### src/alag_pkg.sv
// package: register indices, field positions and reset values of the alarm aggregator
`default_nettype none
package alag_pkg;
    // register indices; byte address is four times the index
    localparam int ALAG_AW = 12;
    localparam int ALAG_IW = 10;
    localparam logic [9:0] ALAG_IDX_SUMMARY = 10'h2C0;
    localparam logic [9:0] ALAG_IDX_FLAGS = 10'h2C1;
    localparam logic [9:0] ALAG_IDX_MASK = 10'h2C2;
    localparam logic [9:0] ALAG_IDX_LANE = 10'h2C4;
    localparam logic [9:0] ALAG_IDX_CTRL = 10'h2C8;
    localparam logic [9:0] ALAG_IDX_IEN = 10'h2C9;
    localparam logic [9:0] ALAG_IDX_ICLR = 10'h2CA;
    localparam logic [9:0] ALAG_IDX_ISTAT = 10'h2CB;
    // alert flag bit positions
    localparam int ALAG_BIT_FIFO = 5;
    localparam int ALAG_BIT_SPLL = 4;
    localparam int ALAG_BIT_LINK = 3;
    localparam int ALAG_BIT_REALN = 2;
    localparam int ALAG_BIT_RSVD = 1;
    localparam int ALAG_BIT_CLK = 0;
    // control register bit positions
    localparam int ALAG_CTL_LINK_EN = 0;
    localparam int ALAG_CTL_MODE66 = 1;
    localparam int ALAG_CTL_PIN_SEL = 2;
    localparam int ALAG_CTL_SOFT_RST = 7;
    // reset values and field masks
    localparam logic [7:0] ALAG_FLAGS_RST = 8'h3F;
    localparam logic [7:0] ALAG_MASK_RST = 8'h3F;
    localparam logic [7:0] ALAG_LANE_RST = 8'hFF;
    localparam logic [7:0] ALAG_CTRL_RST = 8'h00;
    localparam logic [7:0] ALAG_IEN_RST = 8'h00;
    localparam logic [7:0] ALAG_ISTAT_RST = 8'h00;
    localparam logic [7:0] ALAG_ALARM_BITS = 8'h3D;

    // write strobe aimed at one register index
    function automatic logic alag_hit(input logic wr, input logic [9:0] idx,
                                      input logic [9:0] tgt);
        return wr && (idx == tgt);
    endfunction : alag_hit
endpackage : alag_pkg
`default_nettype wire

### src/alag_reg_if.sv
// interface: register strobes between the bus slave and the register file
`default_nettype none
interface alag_reg_if;
    logic wr_stb;
    logic [9:0] idx;
    logic [7:0] wdata;
    logic [7:0] rdata;
    modport bus (output wr_stb, output idx, output wdata, input rdata);
    modport regs (input wr_stb, input idx, input wdata, output rdata);
endinterface : alag_reg_if
`default_nettype wire

### src/alag_wb_slave.sv
// module: classic wishbone slave, one wait state, registered read data
`default_nettype none
module alag_wb_slave
    import alag_pkg::*;
(
    input wire logic mclk_in,
    input wire logic rst_in,
    input wire logic wb_cyc_in,
    input wire logic wb_stb_in,
    input wire logic wb_we_in,
    input wire logic [ALAG_AW-1:0] wb_adr_in,
    input wire logic [3:0] wb_sel_in,
    input wire logic [31:0] wb_dat_in,
    output logic [31:0] wb_dat_out,
    output logic wb_ack_out,
    alag_reg_if.bus rif
);
    typedef struct packed {
        logic ack;
        logic [7:0] dat;
    } alag_wb_s;

    alag_wb_s state_q;
    alag_wb_s state_d;
    logic req;

    // request decode; low byte lane carries the register data
    assign req = wb_cyc_in && wb_stb_in;
    assign rif.idx = wb_adr_in[ALAG_AW-1:2];
    assign rif.wdata = wb_dat_in[7:0];
    assign rif.wr_stb = req && wb_we_in && wb_sel_in[0] && state_q.ack;
    assign wb_ack_out = state_q.ack;
    assign wb_dat_out = {24'h000000, state_q.dat};

    // ack one cycle after the request, dropped the cycle after
    always_comb begin
        state_d = state_q;
        state_d.ack = req && !state_q.ack;
        if (req && !state_q.ack) begin
            state_d.dat = rif.rdata;
        end
    end

    always_ff @(posedge mclk_in or posedge rst_in) begin
        if (rst_in) begin
            state_q <= '0;
        end else begin
            state_q <= state_d;
        end
    end
endmodule : alag_wb_slave
`default_nettype wire

### src/alag_flag_bank.sv
// module: bank of sticky write-one-to-clear flags, set beats clear
`default_nettype none
module alag_flag_bank
    import alag_pkg::*;
#(
    parameter int W = 8,
    parameter logic [W-1:0] RST = '0
) (
    input wire logic mclk_in,
    input wire logic rst_in,
    input wire logic [W-1:0] set_in,
    input wire logic [W-1:0] clr_in,
    input wire logic reinit_in,
    output logic [W-1:0] flags_out
);
    typedef struct packed {
        logic [W-1:0] flags;
    } alag_bank_s;

    alag_bank_s state_q;
    alag_bank_s state_d;

    assign flags_out = state_q.flags;

    // reinit restores reset value, otherwise clear then set
    always_comb begin
        state_d = state_q;
        if (reinit_in) begin
            // an event in the reinit cycle is still kept
            state_d.flags = RST | set_in;
        end else begin
            state_d.flags = (state_q.flags & ~clr_in) | set_in;
        end
    end

    always_ff @(posedge mclk_in or posedge rst_in) begin
        if (rst_in) begin
            state_q.flags <= RST;
        end else begin
            state_q <= state_d;
        end
    end
endmodule : alag_flag_bank
`default_nettype wire

### src/alag_top.sv
// module: alarm aggregator top, register file, flag sources and alarm outputs
//
// Design decision made here: the Wishbone slave port.
`default_nettype none
module alag_top
    import alag_pkg::*;
#(
    parameter int LANES = 8
) (
    input wire logic mclk_in,
    input wire logic rst_in,
    input wire logic wb_cyc_in,
    input wire logic wb_stb_in,
    input wire logic wb_we_in,
    input wire logic [ALAG_AW-1:0] wb_adr_in,
    input wire logic [3:0] wb_sel_in,
    input wire logic [31:0] wb_dat_in,
    output logic [31:0] wb_dat_out,
    output logic wb_ack_out,
    input wire logic [LANES-1:0] lane_fifo_err_in,
    input wire logic [LANES-1:0] lane_active_in,
    input wire logic spll_locked_in,
    input wire logic link_data_state_in,
    input wire logic link_realign_in,
    input wire logic sysref_realign_in,
    input wire logic div_mismatch_in,
    input wire logic cal_status_in,
    output logic status_output_pin_out,
    output logic irq_out
);
    typedef struct packed {
        logic [7:0] mask;
        logic [7:0] ien;
        logic link_en;
        logic mode66;
        logic pin_sel;
        logic link_en_prev;
        logic soft_rst;
    } alag_ctl_s;

    alag_ctl_s state_q;
    alag_ctl_s state_d;
    alag_reg_if rif ();

    logic [7:0] flags_q;
    logic [7:0] lanes_q;
    logic [7:0] istat_q;
    logic [7:0] flag_set;
    logic [7:0] flag_clr;
    logic [7:0] lane_set;
    logic [7:0] lane_clr;
    logic [7:0] irq_clr;
    logic wr_flags;
    logic wr_lane;
    logic wr_ctrl;
    logic link_start;
    logic summary;

    // register write strobes
    assign wr_flags = alag_hit(rif.wr_stb, rif.idx, ALAG_IDX_FLAGS);
    assign wr_lane = alag_hit(rif.wr_stb, rif.idx, ALAG_IDX_LANE);
    assign wr_ctrl = alag_hit(rif.wr_stb, rif.idx, ALAG_IDX_CTRL);

    // lane errors count only on active lanes with the link on
    always_comb begin
        lane_set = '0;
        lane_set[LANES-1:0] = lane_fifo_err_in & lane_active_in
                              & {LANES{state_q.link_en}};
    end

    // link startup seen as enable rising
    assign link_start = state_q.link_en && !state_q.link_en_prev;

    // flag set conditions; set wins over clear in the bank
    always_comb begin
        flag_set = '0;
        flag_set[ALAG_BIT_FIFO] = |lane_set;
        flag_set[ALAG_BIT_SPLL] = state_q.link_en && !spll_locked_in;
        if (state_q.mode66) begin
            flag_set[ALAG_BIT_LINK] = state_q.link_en
                                      && (link_start || link_realign_in);
        end else begin
            flag_set[ALAG_BIT_LINK] = state_q.link_en && !link_data_state_in;
        end
        flag_set[ALAG_BIT_REALN] = state_q.link_en && sysref_realign_in;
        flag_set[ALAG_BIT_CLK] = div_mismatch_in;
    end

    // write-one-to-clear strobes
    assign flag_clr = wr_flags ? rif.wdata : 8'h00;
    assign lane_clr = (wr_lane ? rif.wdata : 8'h00)
                      | ((wr_flags && rif.wdata[ALAG_BIT_FIFO]) ? 8'hFF : 8'h00);
    assign irq_clr = alag_hit(rif.wr_stb, rif.idx, ALAG_IDX_ICLR) ? rif.wdata : 8'h00;

    // alert flags, power-on and soft reset to 3F, bits 5 to 0 set
    alag_flag_bank #(
        .W(8),
        .RST(ALAG_FLAGS_RST)
    ) u_flags (
        .mclk_in(mclk_in),
        .rst_in(rst_in),
        .set_in(flag_set),
        .clr_in(flag_clr),
        .reinit_in(state_q.soft_rst),
        .flags_out(flags_q)
    );

    // per-lane fifo error flags
    alag_flag_bank #(
        .W(8),
        .RST(ALAG_LANE_RST)
    ) u_lanes (
        .mclk_in(mclk_in),
        .rst_in(rst_in),
        .set_in(lane_set),
        .clr_in(lane_clr),
        .reinit_in(state_q.soft_rst),
        .flags_out(lanes_q)
    );

    // interrupt status, set by each flag event
    alag_flag_bank #(
        .W(8),
        .RST(ALAG_ISTAT_RST)
    ) u_istat (
        .mclk_in(mclk_in),
        .rst_in(rst_in),
        .set_in(flag_set & ALAG_ALARM_BITS),
        .clr_in(irq_clr),
        .reinit_in(state_q.soft_rst),
        .flags_out(istat_q)
    );

    // wishbone slave
    alag_wb_slave u_wb (
        .mclk_in(mclk_in),
        .rst_in(rst_in),
        .wb_cyc_in(wb_cyc_in),
        .wb_stb_in(wb_stb_in),
        .wb_we_in(wb_we_in),
        .wb_adr_in(wb_adr_in),
        .wb_sel_in(wb_sel_in),
        .wb_dat_in(wb_dat_in),
        .wb_dat_out(wb_dat_out),
        .wb_ack_out(wb_ack_out),
        .rif(rif.bus)
    );

    // summary alarm and its pin routing
    assign summary = |(flags_q & ~state_q.mask & ALAG_ALARM_BITS);
    assign status_output_pin_out = state_q.pin_sel ? summary : cal_status_in;
    assign irq_out = |(istat_q & state_q.ien);

    // control registers; soft reset is a one-cycle pulse
    always_comb begin
        state_d = state_q;
        state_d.link_en_prev = state_q.link_en;
        state_d.soft_rst = wr_ctrl && rif.wdata[ALAG_CTL_SOFT_RST];
        if (state_q.soft_rst) begin
            state_d.mask = ALAG_MASK_RST;
        end else if (alag_hit(rif.wr_stb, rif.idx, ALAG_IDX_MASK)) begin
            state_d.mask = rif.wdata;
        end
        if (alag_hit(rif.wr_stb, rif.idx, ALAG_IDX_IEN)) begin
            state_d.ien = rif.wdata;
        end
        if (wr_ctrl) begin
            state_d.link_en = rif.wdata[ALAG_CTL_LINK_EN];
            state_d.mode66 = rif.wdata[ALAG_CTL_MODE66];
            state_d.pin_sel = rif.wdata[ALAG_CTL_PIN_SEL];
        end
    end

    always_ff @(posedge mclk_in or posedge rst_in) begin
        if (rst_in) begin
            state_q.mask <= ALAG_MASK_RST;
            state_q.ien <= ALAG_IEN_RST;
            state_q.link_en <= ALAG_CTRL_RST[ALAG_CTL_LINK_EN];
            state_q.mode66 <= ALAG_CTRL_RST[ALAG_CTL_MODE66];
            state_q.pin_sel <= ALAG_CTRL_RST[ALAG_CTL_PIN_SEL];
            state_q.link_en_prev <= 1'b0;
            state_q.soft_rst <= 1'b0;
        end else begin
            state_q <= state_d;
        end
    end

    // read data mux; unmapped and write-only indices read zero
    always_comb begin
        rif.rdata = 8'h00;
        unique case (rif.idx)
            ALAG_IDX_SUMMARY: rif.rdata = {7'h00, summary};
            ALAG_IDX_FLAGS: rif.rdata = flags_q;
            ALAG_IDX_MASK: rif.rdata = state_q.mask;
            ALAG_IDX_LANE: rif.rdata = lanes_q;
            ALAG_IDX_CTRL: rif.rdata = {5'h00, state_q.pin_sel, state_q.mode66,
                                        state_q.link_en};
            ALAG_IDX_IEN: rif.rdata = state_q.ien;
            ALAG_IDX_ISTAT: rif.rdata = istat_q;
            default: rif.rdata = 8'h00;
        endcase
    end
endmodule : alag_top
`default_nettype wire

### config.mk
export PLATFORM = sky130hd
export DESIGN_NAME = alag_top
export DESIGN_NICKNAME = d
export VERILOG_FILES = /design/src/alag_pkg.sv /design/src/alag_reg_if.sv /design/src/alag_wb_slave.sv /design/src/alag_flag_bank.sv /design/src/alag_top.sv
export SDC_FILE = /design/constraint.sdc
export NUM_CORES = 1
export LEC_CHECK = 0
export BUFFER_PORTS_ARGS = -buffer_cell sky130_fd_sc_hd__buf_2
export CAP_MARGIN = 10
export CORE_UTILIZATION = 30
export CTS_CLUSTER_DIAMETER = 30
export DETAILED_ROUTE_END_ITERATION = 8
export HOLD_SLACK_MARGIN = 0.12
export PLACE_DENSITY_LB_ADDON = 0.25
export SYNTH_ARGS = -nofsm -noshare
export SYNTH_HDL_FRONTEND = slang
export SYNTH_SLANG_ARGS = --single-unit
### constraint.sdc
create_clock -name mclk_in -period 2.49 [get_ports mclk_in]
set_input_delay 0.498 -clock mclk_in [delete_from_list [all_inputs] [get_ports mclk_in]]
set_output_delay 0.498 -clock mclk_in [all_outputs]
set_load 0.02 [all_outputs]
==> metrics.log <==
INFO  metric first_pass_iters = 4
INFO  metric finalNetCount = 452
INFO  metric xor_and_xnor_fraction_of_the_mapped_netlist_area = 0
INFO  metric post_cts_resize_count = 0
INFO  metric post_cts_hold_buffer_count = 0
INFO  metric fin_cells = 511
INFO  metric total_power_of_the_final_layout = 1.59 mW
INFO  metric tritoncts.num_buffers = 5
INFO  metric numPortBuffers = 56
INFO  metric drt_iter0_drcs = 114
INFO  metric cp_cell_sequence = nor2b_1, nor4_1, a21oi_1, buf_2
INFO  metric antenna_found_initial = 0
INFO  metric synthDistinctLibCells = 52
INFO  metric grt.overflow.total = 0
INFO  metric clk_latency = 310 ps
INFO  metric yosysSeqAreaShare = 0.446
INFO  metric drc_errors = 0
INFO  metric rsz0062_at_grt = no
INFO  metric final_setup_violation_count = 0
INFO  metric crit_path_max_fanout = 3
INFO  metric synth_common_cells = sky130_fd_sc_hd__dfrtp_1 (34), sky130_fd_sc_hd__nand2_1 (27), sky130_fd_sc_hd__buf_4 (24), sky130_fd_sc_hd__dfstp_2 (20)
INFO  metric area_growth = 15.4%
INFO  metric detail_route.vias_per_cell = 5.01
INFO  metric report.final.slew_viol_count = 0
INFO  metric post-cts-setup-buffers = 0
INFO  metric detail_placement_hpwl = 6690 um
INFO  metric worst_ir_drop_vdd = 227 uV
INFO  metric route.vias.total = 2562
INFO  metric totalWireLength = 8800 um
INFO  metric synth.avg_cell_area = 9.76 um^2
INFO  metric fp.dieW = 103 um
INFO  metric p_per_area = 446 nW/um^2
INFO  metric multiplexer_share_of_the_synthesized_area = 0.0905
INFO  metric clock_tree.buffer_depth = 2
INFO  metric synth_compound_area_frac = 0.169
INFO  metric number_of_synthesized_flops_with_an_enable_pin = 0
INFO  metric drt.antenna.violating_nets = 0
INFO  metric combinational_family_with_the_most_area_after_synthesis = simple AND/OR/NAND/NOR gates
INFO  metric synth.cell_area = 3080 um^2
INFO  metric synth-adder-area-share = 0
INFO  metric htree_levels = 2
INFO  metric holdCritPathClass = input port to asynchronous set/reset pin
INFO  metric initial_core_util = 0.313
INFO  metric synth.most_common_cell = sky130_fd_sc_hd__dfrtp_1
INFO  metric synthArstFlopShare = 1.00
INFO  metric crit_type = flip-flop to primary output
INFO  metric core = 9860 um^2
INFO  metric synthSimpleGateAreaFrac = 0.206
INFO  metric die_height = 103 um
INFO  metric diodes = 0
INFO  metric placed_cells_incl_taps = 503
INFO  metric post_synth_main_area_contributors = sky130_fd_sc_hd__dfrtp_1 (28%), sky130_fd_sc_hd__dfstp_2 (17%), sky130_fd_sc_hd__buf_4 (5.8%), sky130_fd_sc_hd__mux2_2 (4.0%), sky130_fd_sc_hd__mux2i_1 (3.6%)
INFO  metric cts_tree = yes
INFO  metric top_ff_cell_synth = sky130_fd_sc_hd__dfrtp_1
INFO  metric synth-warning-count = 0
INFO  metric timing.setup.tns = 0 ps
INFO  metric fillCellCount = 1039
INFO  metric wire_per_inst = 17.2 um
INFO  metric fin_skew = 3.79 ps
INFO  metric drv.max_cap_violation_count = 0
INFO  metric post-route-period-util = 0.861
INFO  metric tritoncts_num_sinks = 54
INFO  metric timing.critical_path.slowest_stage_cell = sky130_fd_sc_hd__dfstp_2
INFO  metric worst-endpoint-required = 1990 ps
INFO  metric final_hold_viol_count = 0
INFO  metric tightest_slew = 604 ps
INFO  metric end_kind = primary output
INFO  metric cts-root-buf = sky130_fd_sc_hd__clkbuf_8
INFO  metric critical_path.startpoint_type = flip-flop
INFO  metric leakage = 1.59 nW
INFO  metric synth_top_cell_area_share = 0.276
INFO  metric grt_max_degree = 22
INFO  metric grt_util_overall = 0.174
INFO  metric timing.fmax = 466 MHz
INFO  metric synth-seq-cells = 54
INFO  metric crit_arrival = 1650 ps
INFO  metric ratio_of_cells_with_drive_above_1_in_the_final_layout = 0.312
INFO  metric hold_ws = 191 ps
INFO  metric period_needed = 2140 ps
INFO  metric postSynthCellCount = 316
INFO  metric ioPinCount = 110
INFO  metric vias_in_the_first_global_route = 2509
INFO  metric slew_headroom = 0.597
INFO  metric maximum_single_stage_delay_on_the_critical_path = 570 ps
INFO  metric yosys.area.top_type = sky130_fd_sc_hd__dfrtp_1
INFO  metric rows = 36
INFO  metric wire_length_of_the_first_global_routing_pass = 13700 um
INFO  metric run_status = finished, final reports clean
INFO  metric routabilityCongestion = 0.848
INFO  metric dieArea = 10700 um^2
INFO  metric cts.clk_slew.worst_paths = 100 ps
worst max-delay path: cells and delay by family, from the launching register on:
kind	cells	cell delay, ps
simple gates	2	480
flops	1	570
buf+inv	1	170
compound gates	1	120
logic make-up after synthesis:
logic type      after synthesis
compound gates               76
buf+inv                      46
flops                        54
mux                          25
other cells                   1
simple gates                114
final cells by class:
type,instances,area [um^2],share of cell area
clock inverter,1,7.51,0.00211
inverter,9,33.8,0.00950
clock buffer,7,76.3,0.0215
tap,133,166,0.0468
timing repair buffer,68,370,0.104
sequential,54,1380,0.387
multi-input combinational,239,1530,0.429
per-stage QoR:
stage / worst slack (ps) / utilization / instance area, um^2
2_1_floorplan: 576 / - / 3170
3_3_place_gp: 333 / 0.352 / 3470
3_5_place_dp: 319 / 0.352 / 3470
4_1_cts: 371 / 0.361 / 3560
5_1_grt: 278 / 0.361 / 3560
6_report: 345 / 0.361 / 3560
per-layer routing:
metal | up-vias | wire length, um | track usage
li1 | 1233 | - | -
met1 | 1231 | 4220 | 0.243
met2 | 94 | 4090 | 0.289
met3 | 4 | 442 | 0.0269
met4 | 0 | 44 | 0.0325
met5 | - | 0 | 0
cell usage in the layout (no fill, tap or decap), types with 5 or more instances in the layout:
cell type	instances
sky130_fd_sc_hd__buf_2	56
sky130_fd_sc_hd__dfrtp_1	34
sky130_fd_sc_hd__nand2_1	27
sky130_fd_sc_hd__conb_1	24
sky130_fd_sc_hd__dfstp_2	20
sky130_fd_sc_hd__nor2_1	18
sky130_fd_sc_hd__nand3_1	18
sky130_fd_sc_hd__o21ai_0	16
sky130_fd_sc_hd__a21oi_1	15
sky130_fd_sc_hd__nor2b_1	12
sky130_fd_sc_hd__buf_4	12
sky130_fd_sc_hd__mux2_2	11
sky130_fd_sc_hd__mux2i_1	11
sky130_fd_sc_hd__a22oi_1	10
sky130_fd_sc_hd__inv_1	8
sky130_fd_sc_hd__a22o_1	7
sky130_fd_sc_hd__nand4_1	6
sky130_fd_sc_hd__nor3_1	5
sky130_fd_sc_hd__a31oi_1	5
sky130_fd_sc_hd__clkbuf_8	5
registers in the layout (all words and copies together) (netlist names):
register,count
u_flags.flags_out,8
state_d,1
u_wb.wb_ack_out,1
u_lanes.flags_out,8
u_istat.flags_out,8
u_wb.wb_dat_out,8
state_q,20
worst paths after layout:
check / from / to / cells past startpoint / slack (ps)
min in group mclk_in: div_mismatch_in / u_istat.flags_out[0]$_DFF_PP0_ / 2 / 400
hold reg to reg: u_wb.wb_dat_out[6]$_DFFE_PP0P_ / u_wb.wb_dat_out[6]$_DFFE_PP0P_ / 2 / 490
setup reg to reg: u_wb.wb_ack_out$_DFF_PP0_ / state_q[12]$_DFFE_PP0P_ / 4 / 640
setup / recovery: state_q[16]$_DFFE_PP1P_ / status_output_pin_out / 4 / 350
hold / removal: rst_in / state_q[1]$_DFF_PP0_ / 2 / 190
max in group asynchronous: rst_in / u_flags.flags_out[0]$_DFF_PP1_ / 3 / 1600
power breakdown:
part / switching, mW / internal (mW) / leakage (nW) / total [mW]
clock network: 0.296 / 0.200 / 0.0385 / 0.497
logic: 0.139 / 0.0681 / 0.895 / 0.207
registers: 0.00194 / 0.881 / 0.653 / 0.883
total: 0.437 / 1.15 / 1.59 / 1.59
Power figures use the tool's default switching activity.
